[config.mk]
export PLATFORM = sky130hd
export DESIGN_NAME = csf_core
export DESIGN_NICKNAME = d
export VERILOG_FILES = /design/src/design/csf_pkg.sv /design/src/design/csf_alu.sv /design/src/design/csf_core.sv
export SDC_FILE = /design/constraint.sdc
export NUM_CORES = 1
export LEC_CHECK = 0
export BUFFER_PORTS_ARGS = -buffer_cell sky130_fd_sc_hd__buf_2
export CORE_MARGIN = 3
export CORE_UTILIZATION = 53
export DETAILED_ROUTE_END_ITERATION = 12
export GPL_TIMING_DRIVEN = 0
export PLACE_DENSITY = 0.8
export SYNTH_ARGS = -nofsm -noshare
export SYNTH_HDL_FRONTEND = slang
export SYNTH_SLANG_ARGS = --single-unit
[constraint.sdc]
create_clock -name clk -period 4.22 [get_ports clk]
set_input_delay 0.422 -clock clk [delete_from_list [all_inputs] [get_ports clk]]
set_output_delay 0.422 -clock clk [all_outputs]
set_load 0.02 [all_outputs]
[src/design/csf_pkg.sv]
// Constants for the core status and fast shadow stack block.
// Assumes one core clock; shared by the core context module and its ALU.
package csf_pkg;
   localparam int unsigned DATA_W = 8;
   localparam int unsigned BANK_W = 4;
   localparam int unsigned TPTR_W = 21;
   // Status field positions
   localparam int unsigned FLAG_C = 0;
   localparam int unsigned FLAG_NC = 1;
   localparam int unsigned FLAG_Z = 2;
   localparam int unsigned FLAG_SRE = 3;
   localparam int unsigned FLAG_N = 4;
   localparam logic [7:0] STATUS_IMPL_MASK = 8'h1f;
   localparam logic [7:0] STATUS_RESET = 8'h00;
   localparam logic [7:0] WACC_RESET = 8'h00;
   localparam logic [3:0] BANK_RESET = 4'h0;
   // Count of cycles the device reset pulse is held after a stack fault
   localparam int unsigned STACK_RST_CYCLES = 4;
   typedef enum logic [2:0] {
      CSF_OP_ADD = 3'h0,
      CSF_OP_SUB = 3'h1,
      CSF_OP_AND = 3'h2,
      CSF_OP_IOR = 3'h3,
      CSF_OP_XOR = 3'h4,
      CSF_OP_CLR = 3'h5,
      CSF_OP_MOV = 3'h6
   } csf_op_e;
   typedef enum logic [1:0] {
      CSF_RST_IDLE = 2'b01,
      CSF_RST_HOLD = 2'b10
   } csf_rst_e;
endpackage : csf_pkg

[src/design/csf_alu.sv]
// ALU for the core context block: result and arithmetic flags.
// Assumes operands are stable within the cycle; purely combinational.
`timescale 1ns/1ns
module csf_alu #(
   parameter int unsigned W = 8
) (
   input wire logic [2:0] op,
   input wire logic [W-1:0] a,
   input wire logic [W-1:0] b,
   input wire logic [W-1:0] flags_in,
   output logic [W-1:0] result,
   output logic [W-1:0] flags_out,
   output logic flags_touched
);
   logic [W:0] sum;
   logic [4:0] nib;
   logic [W-1:0] bb;
   logic sub;
   always_comb begin
      sub = (op == csf_pkg::CSF_OP_SUB);
      bb = sub ? ~b : b;
      // Subtraction adds the complement plus one, so carry means no borrow
      sum = {1'b0, a} + {1'b0, bb} + {{W{1'b0}}, sub};
      nib = {1'b0, a[3:0]} + {1'b0, bb[3:0]} + {4'h0, sub};
      flags_out = flags_in;
      flags_touched = 1'b1;
      unique case (op)
         csf_pkg::CSF_OP_ADD, csf_pkg::CSF_OP_SUB: begin
            result = sum[W-1:0];
            flags_out[csf_pkg::FLAG_C] = sum[W];
            flags_out[csf_pkg::FLAG_NC] = nib[4];
            flags_out[csf_pkg::FLAG_SRE] = (a[W-1] == bb[W-1]) && (sum[W-1] != a[W-1]);
         end
         csf_pkg::CSF_OP_AND: result = a & b;
         csf_pkg::CSF_OP_IOR: result = a | b;
         csf_pkg::CSF_OP_XOR: result = a ^ b;
         csf_pkg::CSF_OP_CLR: result = '0;
         default: begin
            result = b;
            flags_touched = 1'b0;
         end
      endcase
      if (flags_touched) begin
         flags_out[csf_pkg::FLAG_Z] = (result == '0);
         // A clear moves only the zero flag, the sign flag keeps its value
         if (op != csf_pkg::CSF_OP_CLR) begin
            flags_out[csf_pkg::FLAG_N] = result[W-1];
         end
      end
   end
endmodule : csf_alu

[src/design/csf_core.sv]
// Core context logic: status register, shadow stack, stack fault reset,
// computed jump and table pointer/latch.
// Assumes the decoder gives one-cycle strobes and program memory answers
// table reads combinationally.
`timescale 1ns/1ns
module csf_core #(
   parameter int unsigned RST_CYCLES = csf_pkg::STACK_RST_CYCLES
) (
   input wire logic clk,
   input wire logic rst,
   input wire logic stack_reset_enable,
   input wire logic stack_full_evt,
   input wire logic stack_underflow_evt,
   input wire logic stack_full_flag_clr,
   input wire logic stack_underflow_flag_clr,
   output logic stack_full_flag,
   output logic stack_underflow_flag,
   output logic device_reset,
   input wire logic irq_vector,
   input wire logic fast_call,
   input wire logic interrupt_return_instr,
   input wire logic fast_return,
   input wire logic return_literal_instr,
   input wire logic [7:0] literal,
   input wire logic alu_en,
   input wire logic [2:0] alu_op,
   input wire logic [7:0] alu_operand,
   input wire logic alu_src_status,
   input wire logic dest_status,
   input wire logic dest_working_accumulator,
   input wire logic status_wr,
   input wire logic [7:0] status_wdata,
   input wire logic wacc_wr,
   input wire logic [7:0] wacc_wdata,
   input wire logic bank_wr,
   input wire logic [3:0] bank_wdata,
   output logic [7:0] alu_result,
   output logic [7:0] alu_flags,
   output logic [7:0] working_accumulator,
   output logic [3:0] bank_select_reg,
   input wire logic add_w_to_file,
   input wire logic [7:0] pc_low_in,
   output logic [7:0] pc_low_byte,
   output logic pc_low_load,
   output logic return_pop,
   input wire logic tptr_wr,
   input wire logic [20:0] tptr_wdata,
   input wire logic tbl_rd,
   input wire logic tbl_wr,
   input wire logic tbl_inc,
   input wire logic [15:0] prog_word,
   input wire logic latch_wr,
   input wire logic [7:0] latch_wdata,
   output logic [20:0] table_pointer,
   output logic [7:0] table_latch,
   output logic [7:0] prog_wr_byte,
   output logic prog_wr_en
);
   logic [7:0] shadow_status;
   logic [7:0] shadow_wacc;
   logic [3:0] shadow_bank;
   logic [7:0] next_result;
   logic [7:0] next_flags;
   logic flags_touched;
   logic [7:0] alu_a;
   logic restore;
   logic save;
   csf_pkg::csf_rst_e rst_state;
   logic [7:0] rst_cnt;

   // Status may feed the ALU like any register
   assign alu_a = alu_src_status ? alu_flags : working_accumulator;
   assign save = irq_vector | fast_call;
   // A literal return never restores; plain and interrupt returns do with the fast option
   assign restore = fast_return & ~return_literal_instr;

   csf_alu #(.W(8)) u_alu (
      .op(alu_op),
      .a(alu_a),
      .b(alu_operand),
      .flags_in(alu_flags),
      .result(next_result),
      .flags_out(next_flags),
      .flags_touched(flags_touched)
   );

   // Stack fault flags: events win over a software clear
   always_ff @(posedge clk) begin
      if (rst) begin
         stack_full_flag <= 1'b0;
         stack_underflow_flag <= 1'b0;
      end else begin
         if (stack_full_evt) begin
            stack_full_flag <= 1'b1;
         end else if (stack_full_flag_clr) begin
            stack_full_flag <= 1'b0;
         end
         if (stack_underflow_evt) begin
            stack_underflow_flag <= 1'b1;
         end else if (stack_underflow_flag_clr) begin
            stack_underflow_flag <= 1'b0;
         end
      end
   end

   // Reset pulse starts on the same edge that sets the flag, so both are visible together
   always_ff @(posedge clk) begin
      if (rst) begin
         rst_state <= csf_pkg::CSF_RST_IDLE;
         rst_cnt <= 8'h00;
      end else begin
         unique case (rst_state)
            csf_pkg::CSF_RST_IDLE: begin
               if (stack_reset_enable && (stack_full_evt || stack_underflow_evt)) begin
                  rst_state <= csf_pkg::CSF_RST_HOLD;
                  rst_cnt <= 8'(RST_CYCLES - 1);
               end
            end
            csf_pkg::CSF_RST_HOLD: begin
               if (rst_cnt == 8'h00) begin
                  rst_state <= csf_pkg::CSF_RST_IDLE;
               end else begin
                  rst_cnt <= rst_cnt - 8'h01;
               end
            end
            default: rst_state <= csf_pkg::CSF_RST_IDLE;
         endcase
      end
   end
   assign device_reset = (rst_state == csf_pkg::CSF_RST_HOLD);

   // Shadow copies have no read or write path from software
   always_ff @(posedge clk) begin
      if (rst) begin
         shadow_status <= csf_pkg::STATUS_RESET;
         shadow_wacc <= csf_pkg::WACC_RESET;
         shadow_bank <= csf_pkg::BANK_RESET;
      end else if (save) begin
         shadow_status <= alu_flags;
         shadow_wacc <= working_accumulator;
         shadow_bank <= bank_select_reg;
      end
   end

   // Status register; restore beats any same-cycle write
   always_ff @(posedge clk) begin
      if (rst) begin
         alu_flags <= csf_pkg::STATUS_RESET;
      end else if (restore) begin
         alu_flags <= shadow_status;
      end else if (alu_en && flags_touched) begin
         // Flag update wins over a write of the result to status
         alu_flags <= next_flags & csf_pkg::STATUS_IMPL_MASK;
      end else if (alu_en && dest_status) begin
         alu_flags <= next_result & csf_pkg::STATUS_IMPL_MASK;
      end else if (status_wr) begin
         alu_flags <= status_wdata & csf_pkg::STATUS_IMPL_MASK;
      end
   end

   always_ff @(posedge clk) begin
      if (rst) begin
         working_accumulator <= csf_pkg::WACC_RESET;
      end else if (restore) begin
         working_accumulator <= shadow_wacc;
      end else if (return_literal_instr) begin
         working_accumulator <= literal;
      end else if (alu_en && dest_working_accumulator) begin
         working_accumulator <= next_result;
      end else if (wacc_wr) begin
         working_accumulator <= wacc_wdata;
      end
   end

   always_ff @(posedge clk) begin
      if (rst) begin
         bank_select_reg <= csf_pkg::BANK_RESET;
      end else if (restore) begin
         bank_select_reg <= shadow_bank;
      end else if (bank_wr) begin
         bank_select_reg <= bank_wdata;
      end
   end

   always_ff @(posedge clk) begin
      if (rst) begin
         alu_result <= 8'h00;
      end else if (alu_en) begin
         alu_result <= next_result;
      end
   end

   // Computed jump: odd offsets would land mid-word, software keeps them even
   always_ff @(posedge clk) begin
      if (rst) begin
         pc_low_byte <= 8'h00;
         pc_low_load <= 1'b0;
      end else begin
         pc_low_load <= add_w_to_file;
         if (add_w_to_file) begin
            pc_low_byte <= pc_low_in + working_accumulator;
         end
      end
   end

   always_ff @(posedge clk) begin
      if (rst) begin
         return_pop <= 1'b0;
      end else begin
         return_pop <= return_literal_instr | interrupt_return_instr | fast_return;
      end
   end

   // Table access: bit 0 of the pointer picks the byte within the word
   always_ff @(posedge clk) begin
      if (rst) begin
         table_pointer <= '0;
      end else if (tptr_wr) begin
         table_pointer <= tptr_wdata;
      end else if ((tbl_rd || tbl_wr) && tbl_inc) begin
         table_pointer <= table_pointer + 21'h000001;
      end
   end

   always_ff @(posedge clk) begin
      if (rst) begin
         table_latch <= 8'h00;
      end else if (tbl_rd) begin
         table_latch <= table_pointer[0] ? prog_word[15:8] : prog_word[7:0];
      end else if (latch_wr) begin
         table_latch <= latch_wdata;
      end
   end

   always_ff @(posedge clk) begin
      if (rst) begin
         prog_wr_byte <= 8'h00;
         prog_wr_en <= 1'b0;
      end else begin
         prog_wr_en <= tbl_wr;
         if (tbl_wr) begin
            prog_wr_byte <= table_latch;
         end
      end
   end

   // Cycles the current device reset has stood, so its span is checked as a count
   logic [7:0] hold_seen;
   always_ff @(posedge clk) begin
      if (rst || !device_reset) begin
         hold_seen <= 8'h00;
      end else begin
         hold_seen <= hold_seen + 8'h01;
      end
   end

   a_fault_reset: assert property (@(posedge clk) disable iff (rst)
      (stack_reset_enable && stack_full_evt && !device_reset) |=> device_reset && stack_full_flag)
      else $error("stack fault did not reset");
   a_underflow_reset: assert property (@(posedge clk) disable iff (rst)
      (stack_reset_enable && stack_underflow_evt && !device_reset)
      |=> device_reset && stack_underflow_flag)
      else $error("stack underflow did not reset");
   a_reset_length: assert property (@(posedge clk) disable iff (rst)
      $fell(device_reset) |-> hold_seen == 8'(RST_CYCLES))
      else $error("device reset length wrong");
   a_no_reset: assert property (@(posedge clk) disable iff (rst)
      (!device_reset && !stack_reset_enable) |=> !device_reset)
      else $error("reset without enable");
   a_flag_set: assert property (@(posedge clk) disable iff (rst)
      stack_full_evt |=> stack_full_flag)
      else $error("full flag not set");
   a_flag_sticky: assert property (@(posedge clk) disable iff (rst)
      (stack_underflow_flag && !stack_underflow_flag_clr) |=> stack_underflow_flag)
      else $error("underflow flag lost");
   a_shadow_save: assert property (@(posedge clk) disable iff (rst)
      save |=> shadow_wacc == $past(working_accumulator)
      && shadow_status == $past(alu_flags) && shadow_bank == $past(bank_select_reg))
      else $error("shadow not saved");
   a_fast_restore: assert property (@(posedge clk) disable iff (rst)
      (fast_return && !return_literal_instr) |=> working_accumulator == $past(shadow_wacc)
      && alu_flags == $past(shadow_status) && bank_select_reg == $past(shadow_bank))
      else $error("fast return did not restore");
   a_literal_load: assert property (@(posedge clk) disable iff (rst)
      (return_literal_instr) |=> working_accumulator == $past(literal) && return_pop)
      else $error("literal not loaded");
   a_status_operand: assert property (@(posedge clk) disable iff (rst)
      (alu_en && alu_src_status && alu_op == csf_pkg::CSF_OP_AND && dest_working_accumulator && !restore
      && !return_literal_instr)
      |=> working_accumulator == ($past(alu_flags) & $past(alu_operand)))
      else $error("status operand wrong");
   a_status_clear: assert property (@(posedge clk) disable iff (rst)
      (alu_en && dest_status && alu_op == csf_pkg::CSF_OP_CLR && !restore)
      |=> alu_flags == (($past(alu_flags) & 8'h1b) | 8'h04))
      else $error("status clear wrong");
   a_status_upper: assert property (@(posedge clk) disable iff (rst)
      alu_flags[7:5] == 3'h0)
      else $error("status upper bits set");
   a_jump_target: assert property (@(posedge clk) disable iff (rst)
      add_w_to_file |=> pc_low_load
      && pc_low_byte == 8'($past(pc_low_in) + $past(working_accumulator)))
      else $error("computed jump wrong");
   a_table_byte: assert property (@(posedge clk) disable iff (rst)
      (tbl_rd && !table_pointer[0]) |=> table_latch == $past(prog_word[7:0]))
      else $error("table low byte wrong");
   a_table_high: assert property (@(posedge clk) disable iff (rst)
      (tbl_rd && table_pointer[0]) |=> table_latch == $past(prog_word[15:8]))
      else $error("table high byte wrong");
   a_pointer_step: assert property (@(posedge clk) disable iff (rst)
      (tbl_rd && tbl_inc && !tptr_wr) |=> table_pointer == $past(table_pointer) + 21'h000001)
      else $error("table pointer step wrong");
   a_table_write: assert property (@(posedge clk) disable iff (rst)
      tbl_wr |=> prog_wr_en && prog_wr_byte == $past(table_latch))
      else $error("table write byte wrong");
   c_fault_reset: cover property (@(posedge clk) disable iff (rst)
      stack_reset_enable && stack_full_evt);
   c_fast_pair: cover property (@(posedge clk) disable iff (rst)
      fast_call ##[1:8] fast_return);
   c_status_dest: cover property (@(posedge clk) disable iff (rst)
      alu_en && dest_status && flags_touched);
   c_nested_save: cover property (@(posedge clk) disable iff (rst)
      irq_vector ##[1:8] irq_vector);
   c_table_high: cover property (@(posedge clk) disable iff (rst)
      tbl_rd && table_pointer[0]);
endmodule : csf_core

Word level (Yosys, flattened, before mapping)
Cells that the tools add are included.
{"block": "word_totals", "regBits": 108, "input_bits": 117, "wordCells": 113}
{"block": "classes", "n_addsub": 7, "n_eq_ne": 16, "n_mux": 34, "bitwise": 9, "n_reduce_logical": 26}
{"cell": "2-to-1 mux 8 bit", "count": 15}
{"cell": "2-to-1 mux 21 bit", "count": 2}
{"cell": "case mux 8 bit (5 select lines)", "count": 1}
{"cell": "adder 21 x 1 -> 21 bit (second input constant)", "count": 1}
{"cell": "zero test 8 bit", "count": 2}
{"cell": "case mux 8 bit (2 select lines)", "count": 1}
{"cell": "nonzero test 2 bit", "count": 6}
{"cell": "adder 8 x 8 -> 9 bit", "count": 1}
{"cell": "adder 9 x 1 -> 9 bit", "count": 1}
{"cell": "2-to-1 mux 1 bit", "count": 9}
{"cell": "adder 8 bit", "count": 1}
{"cell": "AND 8 bit", "count": 1}
{"cell": "2-to-1 mux 4 bit", "count": 2}
{"cell": "NOT 8 bit", "count": 1}
{"cell": "bitwise OR 8 bit", "count": 1}
{"cell": "nonzero test 4 bit", "count": 2}
{"cell": "subtractor 8 x 1 -> 8 bit (second input constant)", "count": 1}
{"cell": "XOR 8 bit", "count": 1}
{"cell": "equality test 3 x 2 -> 1 bit (second input constant)", "count": 2}
{"cell": "equality test 3 bit (second input constant)", "count": 2}
{"cell": "logical AND 1 bit", "count": 6}
{"cell": "2-to-1 mux 2 bit", "count": 3}
{"cell": "inequality test 3 x 2 -> 1 bit (second input constant)", "count": 2}
{"cell": "inequality test 3 bit (second input constant)", "count": 2}
{"cell": "other kinds (19)", "count": 26}

Logic depth before layout (Yosys ltp)
Gate-level depths: netlist of the first run.
{"block": "depth", "ltp_word": 9, "depth_mapped": 12}

Cells and area by module
From an unflattened synthesis of the first run, not the netlist that was laid out.
{"block": "hier_totals", "hier_cells": 798, "area_unflattened_um2": 6502.5}
{"module": "csf_core", "instances": 1, "cells_per_inst": 637, "area_per_inst_um2": 5365.1}
{"module": "csf_alu", "instances": 1, "cells_per_inst": 161, "area_per_inst_um2": 1137.3}

Worst setup path before layout of the first run
No wires, ideal clock.
{"block": "synth_path", "path_kind": "in2reg", "from": "input alu_op[1]", "to": "register alu_flags[2]", "arrival_ns": 3.195, "setup_slack_ns": 0.929, "cell_stages": 10, "cell_sequence": "or3b_1 buf_4 xnor2_1 fa_1 a21o_1 a21oi_4 xnor2_1 mux4_2 or4b_1 o41ai_2"}
{"block": "synth_via", "elab_chain_cells": 9}
{"item": "start, declared", "line_no": "csf_core.sv:26", "text": "input wire logic [2:0] alu_op,"}
{"item": "equality test 3 x 1 -> 1 bit", "line_no": "csf_alu.sv:20, csf_alu.sv:27"}
{"item": "2-to-1 mux 8 bit", "line_no": "csf_alu.sv:21", "text": "bb = sub ? ~b : b;"}
{"item": "adder 8 x 8 -> 9 bit", "line_no": "csf_alu.sv:23", "text": "sum = {1'b0, a} + {1'b0, bb} + {{W{1'b0}}, sub};"}
{"item": "adder 9 x 1 -> 9 bit", "line_no": "csf_alu.sv:23"}
{"item": "case mux 8 bit (5 select lines)", "line_no": "csf_alu.sv:27", "text": "unique case (op)"}
{"item": "zero test 8 bit", "line_no": "csf_alu.sv:44", "text": "flags_out[csf_pkg::FLAG_Z] = (result == '0);"}
{"item": "2-to-1 mux 1 bit", "line_no": "csf_alu.sv:43", "text": "if (flags_touched) begin"}
{"item": "2-to-1 mux 8 bit", "line_no": "csf_core.sv:151", "text": "end else if (alu_en && flags_touched) begin"}
{"item": "2-to-1 mux 8 bit", "line_no": "csf_core.sv:149", "text": "end else if (restore) begin"}
{"item": "end signal, assigned", "line_no": "csf_core.sv:148", "text": "alu_flags <= csf_pkg::STATUS_RESET;"}
{"item": "end signal, assigned", "line_no": "csf_core.sv:150", "text": "alu_flags <= shadow_status;"}
{"item": "end signal, assigned", "line_no": "csf_core.sv:153", "text": "alu_flags <= next_flags & csf_pkg::STATUS_IMPL_MASK;"}
{"item": "end, declared", "line_no": "csf_core.sv:38", "text": "output logic [7:0] alu_flags,"}
Parallel ways exist; a longest one is shown, timed or not. The select of a mux whose other input is x is not followed.
A chain may end at the register's enable or synchronous reset.

Worst setup path after layout of the first run
Same ends and word-level chain as after synthesis.

==> impl_metrics.ini, run 1 <==
[layout]
finalNetCount = 1178
final_util_pct = 66.6
final_cell_mix = 189 x buf_2, 108 x dfxtp_1, 96 x nor2_1, 94 x nand2_1, 78 x a21oi_1
area_growth_pct = 21.9
n_fill_cell = 1097
largest-register = table_pointer
layout_commonest_cell = buf_2
multi_input_comb_area_um2 = 4030
drive_gt1_share_pct = 22.5
seq_area_um2 = 2160
largest_reg_flops = 21
antenna_cells = 0

[grt]
antenna_found_initial = 1
grt_remaining_overflow = 0
grt_start_max_net_pins = 20
grt_pass1_wl_mm = 31.9
grt_use_total_pct = 27.9
grt_pass1_vias = 6362

[drt]
drt_iter0_drc = 458
firstDrtPassIters = 5
drc_errors = 0
drt-total-wl_mm = 19.6
num_vias = 6802
viasPerCell = 5.68
drt-wirelength-per-cell_um = 16.3
antenna_left = 0

[clock_network]
cts_sinks = 108
postCtsSetupRepairBufs = 0
cts_hold_buf = 0
root_buffer = clkbuf_16
clock_path_buffers = 2
clk_latency_ns = 0.36
ctsHtreeMaxLevel = 3
cts_tree = built
cts_buffers = 9
cts.repair.resized = 0
clk_pin_slew_ns = 0.08

[placed_design]
io_buffers = 187
gp_routability_congestion = 0.956
dp_hpwl_mm = 15.3
dp_slack_ns = 0.549

[setup_path]
critPathCaptureType = register
critical_path_class = in2reg
path_max_fanout = 9
critPathLaunchType = primary input
crit_required_ns = 4.48
crit_arrival_ns = 3.61

[timing]
fmaxAchievable_mhz = 298
whs_ns = 0.292
setup-tns-final_ns = 0
slew_viol_final = 0
fin_crit_sh_pct = 79.4
fin_worst_skew_ns = 0.0119
hold_viol_final = 0
max_slew_margin_pct = 33.9
fin_crit_ns = 3.35
rsz0062_at_grt = no
worst_pin_slew_ns = 0.983
setup_violations = 0
layout_setup_ws_ns = 0.869

[power_and_ir_drop]
power_density_nw_per_um2 = 332
p_leak_nw = 3.69
max-vdd-ir-drop_mv = 0.244

[synth]
synthArstFlopShare_pct = 0
yosysUniqueCellTypes = 75
seq_area_frac_synth_pct = 32.8
ys_warn_count = 0
synth_enable_flop_cells = 0
synth_flop_cell = dfxtp_1
synth_top_area_share_pct = 32.8
syn-num-nets = 980
ys_ff_latch = 108
synthCells = 827
syn_area_um2 = 6590
ys_top_cells_by_area = dfxtp_1 33%, ha_1 6.5%, a21oi_1 5.9%
syn_area_per_cell_um2 = 7.97
yosysTopAreaCell = dfxtp_1

[floorplanning]
die_w_um = 118
die-area_um2 = 13800
fp-row-count = 40
initial_core_util_pct = 54.6
core_um2 = 12100
dieHeight_um = 118
ios = 196

[min_path]
hold_class = in2reg

[run]
cap_violations = 0

[status]
outcome = completed
cell type report:
type / count / area share (%)
multi-input cells: 621 / 50.2
flip-flops and latches: 108 / 26.9
clock inverters: 6 / 0.686
repair buffers: 187 / 11.7
well taps: 168 / 2.62
plain buffers: 52 / 2.79
clock buffers: 10 / 2.98
inverters: 46 / 2.15
power breakdown:
group | internal (W) | switching, W
clock network | 0.000427 | 0.000408
registers | 0.00109 | 0.0000608
logic | 0.000275 | 0.000409
total | 0.00179 | 0.000878
stage by stage:
stage               power [W]  cells  cell area (µm²)
floorplan             0.00162    827             6590
global placement      0.00184   1182             7740
detailed placement    0.00185   1182             7740
CTS                   0.00267   1198             8030
global route          0.00280   1198             8030
finish                0.00267   1198             8030
cell usage after synthesis (6+ instances only):
library cell	instances
a211oi_1	34
a21o_1	6
a21oi_1	78
a22oi_1	6
a311oi_1	6
a31oi_1	6
and2_1	6
buf_1	9
clkbuf_1	35
dfxtp_1	108
ha_1	34
inv_1	43
mux2i_1	34
nand2_1	94
nand2b_1	12
nand3_1	13
nand4_1	6
nor2_1	96
nor2b_1	18
nor3_1	19
nor4_1	10
o21ai_0	13
xnor2_1	22
xor2_1	18
worst max-delay path, stage by stage:
cell,delay (ns)
buf_2,0.14
or3b_1,0.37
buf_4,0.20
xnor2_1,0.18
fa_1,0.43
a21o_1,0.25
a22o_2,0.26
mux2i_1,0.12
a21boi_0,0.52
or4b_1,0.51
o41ai_2,0.20
routing by layer:
layer  track usage [%]  wire [µm]  up-vias
li1                  -          -     3296
met1              37.5       8670     3197
met2              45.8       9100      260
met3              5.67       1320       47
met4              7.77        469        2
met5                 0         13        -
logic make-up (layout without fill, tap and decap cells):
| logic type | Yosys count | in the layout | share of synthesized area [%] |
|---|---|---|---|
| multiplexers | 37 | 37 | 6.19 |
| AND/OR/NAND/NOR | 301 | 301 | 21.5 |
| adder cells (fa/ha/maj) | 36 | 36 | 7.06 |
| XOR/XNOR | 40 | 40 | 5.32 |
| flip-flops | 108 | 108 | 32.8 |
| buffers and inverters | 98 | 301 | 6.02 |
| AO/OA/AOI/OAI | 207 | 207 | 21.1 |
path summary, 6_finish.rpt:
path | from | endpoint | slack (ns) | depth (start not counted)
hold reg to reg | shadow_status[5]$_SDFFE_PP0P_ | shadow_status[5]$_SDFFE_PP0P_ | 0.45 | 2
setup reg to reg | working_accumulator[0]$_SDFFE_PP0P_ | alu_flags[2]$_SDFFE_PP0P_ | 0.94 | 11
setup / recovery | alu_op[1] | alu_flags[2]$_SDFFE_PP0P_ | 0.87 | 11
hold / removal | tptr_wdata[6] | table_pointer[6]$_SDFFE_PP0P_ | 0.29 | 3
No activity file was read; power rests on OpenSTA's default activity.
==> run 2: changes to the inputs <==
- ABC_AREA: unset -> 1
- CORE_UTILIZATION: 53 -> 47
- PLACE_DENSITY: 0.8 -> 0.75
- clock period: 4.22 -> 2.7 ns (I/O delays scaled with it)
==> run 2 against run 1 <==
- design area down 1.8%
- via count barely moved
- area after synthesis decreased by 3.7%
- non-clock buffer count down 16
- critical path depth is 7 higher
- wire length fell by 0.85%
- clock power up 72%
- worst setup slack worse by 0.70 ns
- power rose by 62%
- cell count grew 8.0%
==> impl_metrics.ini, run 2 <==
[synth]
ys_warn_count = 0
synth_flop_cell = dfxtp_1
ys_ff_latch = 108
synth_top_area_share_pct = 34.1
syn_area_per_cell_um2 = 6.90
ys_top_cells_by_area = dfxtp_1 34%, nand2_1 11%, nor2_1 7.3%
yosysUniqueCellTypes = 44
syn-num-nets = 1073
synthArstFlopShare_pct = 0
yosysMostFrequentCell = nand2_1
seq_area_frac_synth_pct = 34.1
syn_area_um2 = 6350
ys_top_cells_by_count = 190 x nand2_1, 123 x nor2_1, 108 x dfxtp_1
yosysTopAreaCell = dfxtp_1
synthCells = 920
synth_enable_flop_cells = 0

[min_path]
hold_class = in2reg
hold_depth = 3
worstHoldStart = bank_wdata[1]
hold_path_end = bank_select_reg[1]$_SDFFE_PP0P_

[timing]
whs_ns = 0.150
fin_worst_skew_ns = 0.0101
fin_crit_ns = 2.53
slew_viol_final = 0
fin_crit_sh_pct = 93.9
setup_violations = 0
hold_viol_final = 0
worst_pin_slew_ns = 0.649
fmaxAchievable_mhz = 395
max_slew_margin_pct = 56.6
setup-tns-final_ns = 0

[drt]
firstDrtPassIters = 5
antenna_left = 0
drc_errors = 0
drt-met1-wl_mm = 8.32
drt-total-wl_mm = 19.4
num_vias = 6798
wl_met3_mm = 1.56
topRoutingLayerUsed = met4
drt-wirelength-per-cell_um = 15.0
wl_met2_mm = 8.92
drt_iter0_drc = 540
viasPerCell = 5.25

[clock_network]
clk_latency_ns = 0.35
cts_buffers = 9
cts_hold_buf = 0
cts_tree = built
root_buffer = clkbuf_16
clock_path_buffers = 2
ctsHtreeMaxLevel = 3
clk_pin_slew_ns = 0.07
cts_sinks = 108

[setup_path]
crit_required_ns = 2.98
reg2regPathDepth = 18
r2r_slack_ns = 0.17
worstReg2RegStart = alu_flags[4]$_SDFFE_PP0P_
cp-startpoint = alu_flags[4]$_SDFFE_PP0P_
critical_path_class = reg2reg
critPathCaptureType = register
r2r-end = alu_flags[2]$_SDFFE_PP0P_
critPathLaunchType = register
path_max_fanout = 5
crit_arrival_ns = 2.81

[floorplanning]
die_w_um = 122
dieHeight_um = 122
initial_core_util_pct = 49.1
ios = 196
die-area_um2 = 14900
fp-row-count = 41
core_um2 = 12900

[grt]
grt_pass1_wl_mm = 30.6
grt_use_total_pct = 25.6
grt_start_max_net_pins = 19
grt_remaining_overflow = 0
grt_pass1_vias = 6284
antenna_found_initial = 0

[placed_design]
gp_routability_congestion = 0.926
dpl_cell_area_um2 = 7490
io_buffers = 186
dp_cells = 1278
dp_hpwl_mm = 15.3

[layout]
largest_reg_flops = 21
final_cell_mix = 190 x buf_2, 189 x nand2_1, 123 x nor2_1, 108 x dfxtp_1, 95 x inv_1
drive_gt1_share_pct = 23.2
antenna_cells = 0
area_growth_pct = 24.3
finalNetCount = 1271
layout_commonest_cell = buf_2
n_fill_cell = 1278
largest-register = table_pointer
final_area_um2 = 7890
fin_cells = 1294

[power_and_ir_drop]
p_leak_nw = 3.91
total_power_w = 0.00432
power_density_nw_per_um2 = 548
max-vdd-ir-drop_mv = 0.400

[run]
cap_violations = 0

[status]
outcome = completed
[run 2: cell type report]
class / instances / area, µm² / area share [%]
multi-input combinational: 673 / 3690 / 46.8
sequential: 108 / 2160 / 27.4
timing repair buffer: 187 / 938 / 11.9
inverter: 103 / 389 / 4.93
clock buffer: 9 / 225 / 2.86
tap: 172 / 215 / 2.73
buffer: 36 / 170 / 2.16
clock inverter: 6 / 96.3 / 1.22
[run 2: critical path: stages (launching register included)]
cell and delay [ns]:
dfxtp_1 0.35, or2_2 0.29, o21ai_0 0.16, inv_1 0.17, ha_4 0.32, nand2_1 0.07
nor2_1 0.14, nand3_2 0.10, nand2_2 0.08, nand2_1 0.05, nand3_1 0.09, nand2_1 0.06
nand2_1 0.12, nand2_1 0.07, nor2_1 0.12, nand2_1 0.06, nand2_1 0.05, nand2_1 0.06
a21oi_2 0.11
[run 2: layer usage]
layer | vias up | track usage [%]
li1 | 3421 | -
met1 | 3088 | 34.4
met2 | 251 | 41.3
met3 | 38 | 4.70
met4 | 0 | 9.03
met5 | - | 0
[run 2: through the flow]
step                worst slack [ns]  utilization (%)
finish                         0.166             61.0
global placement              -0.173             58.0
global route                 -0.0247             61.0
CTS                           0.0267             60.5
detailed placement            -0.246             58.0
floorplan                      0.249                -
[run 2: timing repair]
action	CTS	global route
pin swaps	0	0
setup buffers	1	0
resized for setup	3	12
endpoints found under the setup margin	1	7
[run 2: kinds of logic (layout without fill, tap and decap cells)]
kind of cell    after synthesis  in the layout  share of synthesized area [%]
simple gates                394            394                           26.6
compound gates              212            212                           18.9
buf+inv                     139            341                           8.81
flops                       108            108                           34.1
fa+ha+maj                    36             36                           7.33
xor+xnor                     31             31                           4.28
[run 2: power by group]
part,switching [W],internal [W],total [W]
sequential,0.0000984,0.00171,0.00181
combinational,0.000676,0.000399,0.00108
clock,0.000617,0.000820,0.00144
total,0.00139,0.00293,0.00432
[run 2: how the worst max path moves through the flow]
stage,cells after the start,end,slack (ns)
floorplan,18,alu_flags[2]$_SDFFE_PP0P_,0.25
global route,19,alu_flags[2]$_SDFFE_PP0P_,-0.02
detailed placement,18,alu_flags[2]$_SDFFE_PP0P_,-0.25
CTS,17,alu_flags[2]$_SDFFE_PP0P_,0.03
global placement,18,alu_flags[2]$_SDFFE_PP0P_,-0.17
finish,18,alu_flags[2]$_SDFFE_PP0P_,0.17
==> run 3: changes to the inputs <==
- CORE_UTILIZATION: 47 -> 48
- SYNTH_HIERARCHICAL: unset -> 1
==> run 3 against run 2 <==
- clock-buffer cell count stayed put
- sequential share of layout area is 1.9 points lower
- power is 1.6% lower
- worst setup slack worse by 0.012 ns
- non-clock buffer count is 2 higher
- largest cell class unchanged
- highest routed layer is now met5
==> impl_metrics.ini, run 3 <==
[status]
outcome = completed

[layout]
area_growth_pct = 23.4
layout_commonest_cell = nand2_1
final_cell_mix = 226 x nand2_1, 195 x buf_2, 141 x nor2_1, 130 x inv_1, 104 x dfxtp_1
n_fill_cell = 1375
largest_reg_flops = 21
finalNetCount = 1403
largest-register = table_pointer
drive_gt1_share_pct = 24.3

[drt]
antenna_left = 0
drc_errors = 0
firstDrtPassIters = 6
drt-total-wl_mm = 20.9
drt-wirelength-per-cell_um = 14.5
drt_iter0_drc = 695
viasPerCell = 5.21
num_vias = 7488

[grt]
grt_pass1_vias = 6627
antenna_found_initial = 4
grt_use_total_pct = 25.3
grt_pass1_wl_mm = 32.7
grt_start_max_net_pins = 22
grt_remaining_overflow = 0

[setup_path]
crit_arrival_ns = 2.85
critPathCaptureType = register
crit_required_ns = 3.00
critical_path_class = reg2reg
reg2regPathDepth = 16
path_max_fanout = 6
critPathLaunchType = register

[clock_network]
cts_buffers = 9
clock_path_buffers = 2
root_buffer = clkbuf_16
cts_hold_buf = 0
cts_sinks = 108
cts_tree = built
ctsHtreeMaxLevel = 3
clk_latency_ns = 0.36
clk_pin_slew_ns = 0.08

[power_and_ir_drop]
p_clk_share_pct = 31.7
power_density_nw_per_um2 = 500
switching_power_w = 0.00148
seqPwrFrac_pct = 42.3
p_sw_share_pct = 34.9
p_leak_nw = 4.25
combPwrFrac_pct = 25.9
total_power_w = 0.00426
intPower_w = 0.00277
max-vdd-ir-drop_mv = 0.306

[floorplanning]
die_w_um = 126
initial_core_util_pct = 49.3
core_um2 = 14000
die-area_um2 = 15800
dieHeight_um = 126
ios = 196
fp-row-count = 43

[timing]
whs_ns = 0.123
setup_violations = 0
fin_worst_skew_ns = 0.0105
slew_viol_final = 0
worst_pin_slew_ns = 0.652
fin_crit_ns = 2.55
fin_crit_sh_pct = 94.3
fmaxAchievable_mhz = 393
max_slew_margin_pct = 56.4
hold_viol_final = 0

[placed_design]
io_buffers = 187
dp_hpwl_mm = 16.2
gp_routability_congestion = 0.987

[synth]
syn_area_um2 = 6890
syn-num-nets = 1201
synthCells = 1048
syn_area_per_cell_um2 = 6.58
ys_warn_count = 6

[run]
cap_violations = 0

[min_path]
hold_depth = 3
hold_class = in2reg
run 3: worst paths after layout:
check	end	startpoint	slack, ns
worst min-delay path	stack_underflow_flag$_SDFFE_PP0P_	stack_underflow_evt	0.12
worst max-delay path	alu_flags[2]$_SDFFE_PP0P_	working_accumulator[2]$_SDFFE_PP0P_	0.15
worst min register to register	shadow_bank[0]$_SDFFE_PP0P_	shadow_bank[0]$_SDFFE_PP0P_	0.46
worst max register to register	alu_flags[2]$_SDFFE_PP0P_	working_accumulator[2]$_SDFFE_PP0P_	0.15
run 3: per-stage QoR:
step / setup WS [ns] / setup TNS (ns) / instances / instance area (µm²) / util (%)
CTS: 0.00591 / 0 / 1431 / 8380 / 59.9
global route: -0.0144 / -0.0144 / 1437 / 8500 / 60.8
detailed placement: -0.458 / -2.91 / 1415 / 8060 / 57.6
floorplan: 0.0778 / 0 / 1048 / 6890 / -
global placement: -0.433 / -2.76 / 1415 / 8060 / 57.6
finish: 0.154 / 0 / 1437 / 8500 / 60.8
run 3: layout make-up:
class                   count  area (µm²)  area share (%)
clock inverters             7        80.1           0.942
repair buffers            191         966            11.4
plain buffers              34         203            2.38
flip-flops and latches    108        2170            25.5
inverters                 139         522            6.14
clock buffers               9         225            2.65
diodes                      2        5.00          0.0588
well taps                 180         225            2.65
multi-input cells         767        4110            48.3
run 3: routing by layer:
| layer | global-route usage, % | wire [µm] |
|---|---|---|
| met5 | 0 | 27 |
| met4 | 8.58 | 576 |
| met3 | 5.13 | 1400 |
| met2 | 39.9 | 9450 |
| met1 | 34.8 | 9430 |
run 3: worst max-delay path: stages (launching register included):
cell and delay (ns):
dfxtp_1 0.39, mux2_2 0.34, ha_2 0.41, nand2_1 0.09
inv_1 0.08, nand2_2 0.06, nand2_2 0.06, nand2_1 0.05
nand3_1 0.06, nand3_1 0.22, nor3_2 0.17, nand3_1 0.11
nand2_1 0.08, nand2_1 0.06, nand3_1 0.10, nand2_1 0.06
a21oi_1 0.13
run 3: timing repair:
action | 4_1_cts | 5_1_grt
setup endpoints to repair | 2 | 5
pin swaps | 0 | 4
gates resized for setup | 9 | 24
gates cloned | 0 | 0
buffers inserted | 0 | 4
run 3: power by group through the flow:
stage               combinational [W]  sequential (W)  clock (W)
finish                        0.00110         0.00180    0.00135
CTS                           0.00107         0.00180    0.00137
detailed placement            0.00105         0.00183          0
global placement              0.00104         0.00183          0
global route                  0.00123         0.00182    0.00144
floorplan                    0.000612         0.00191          0
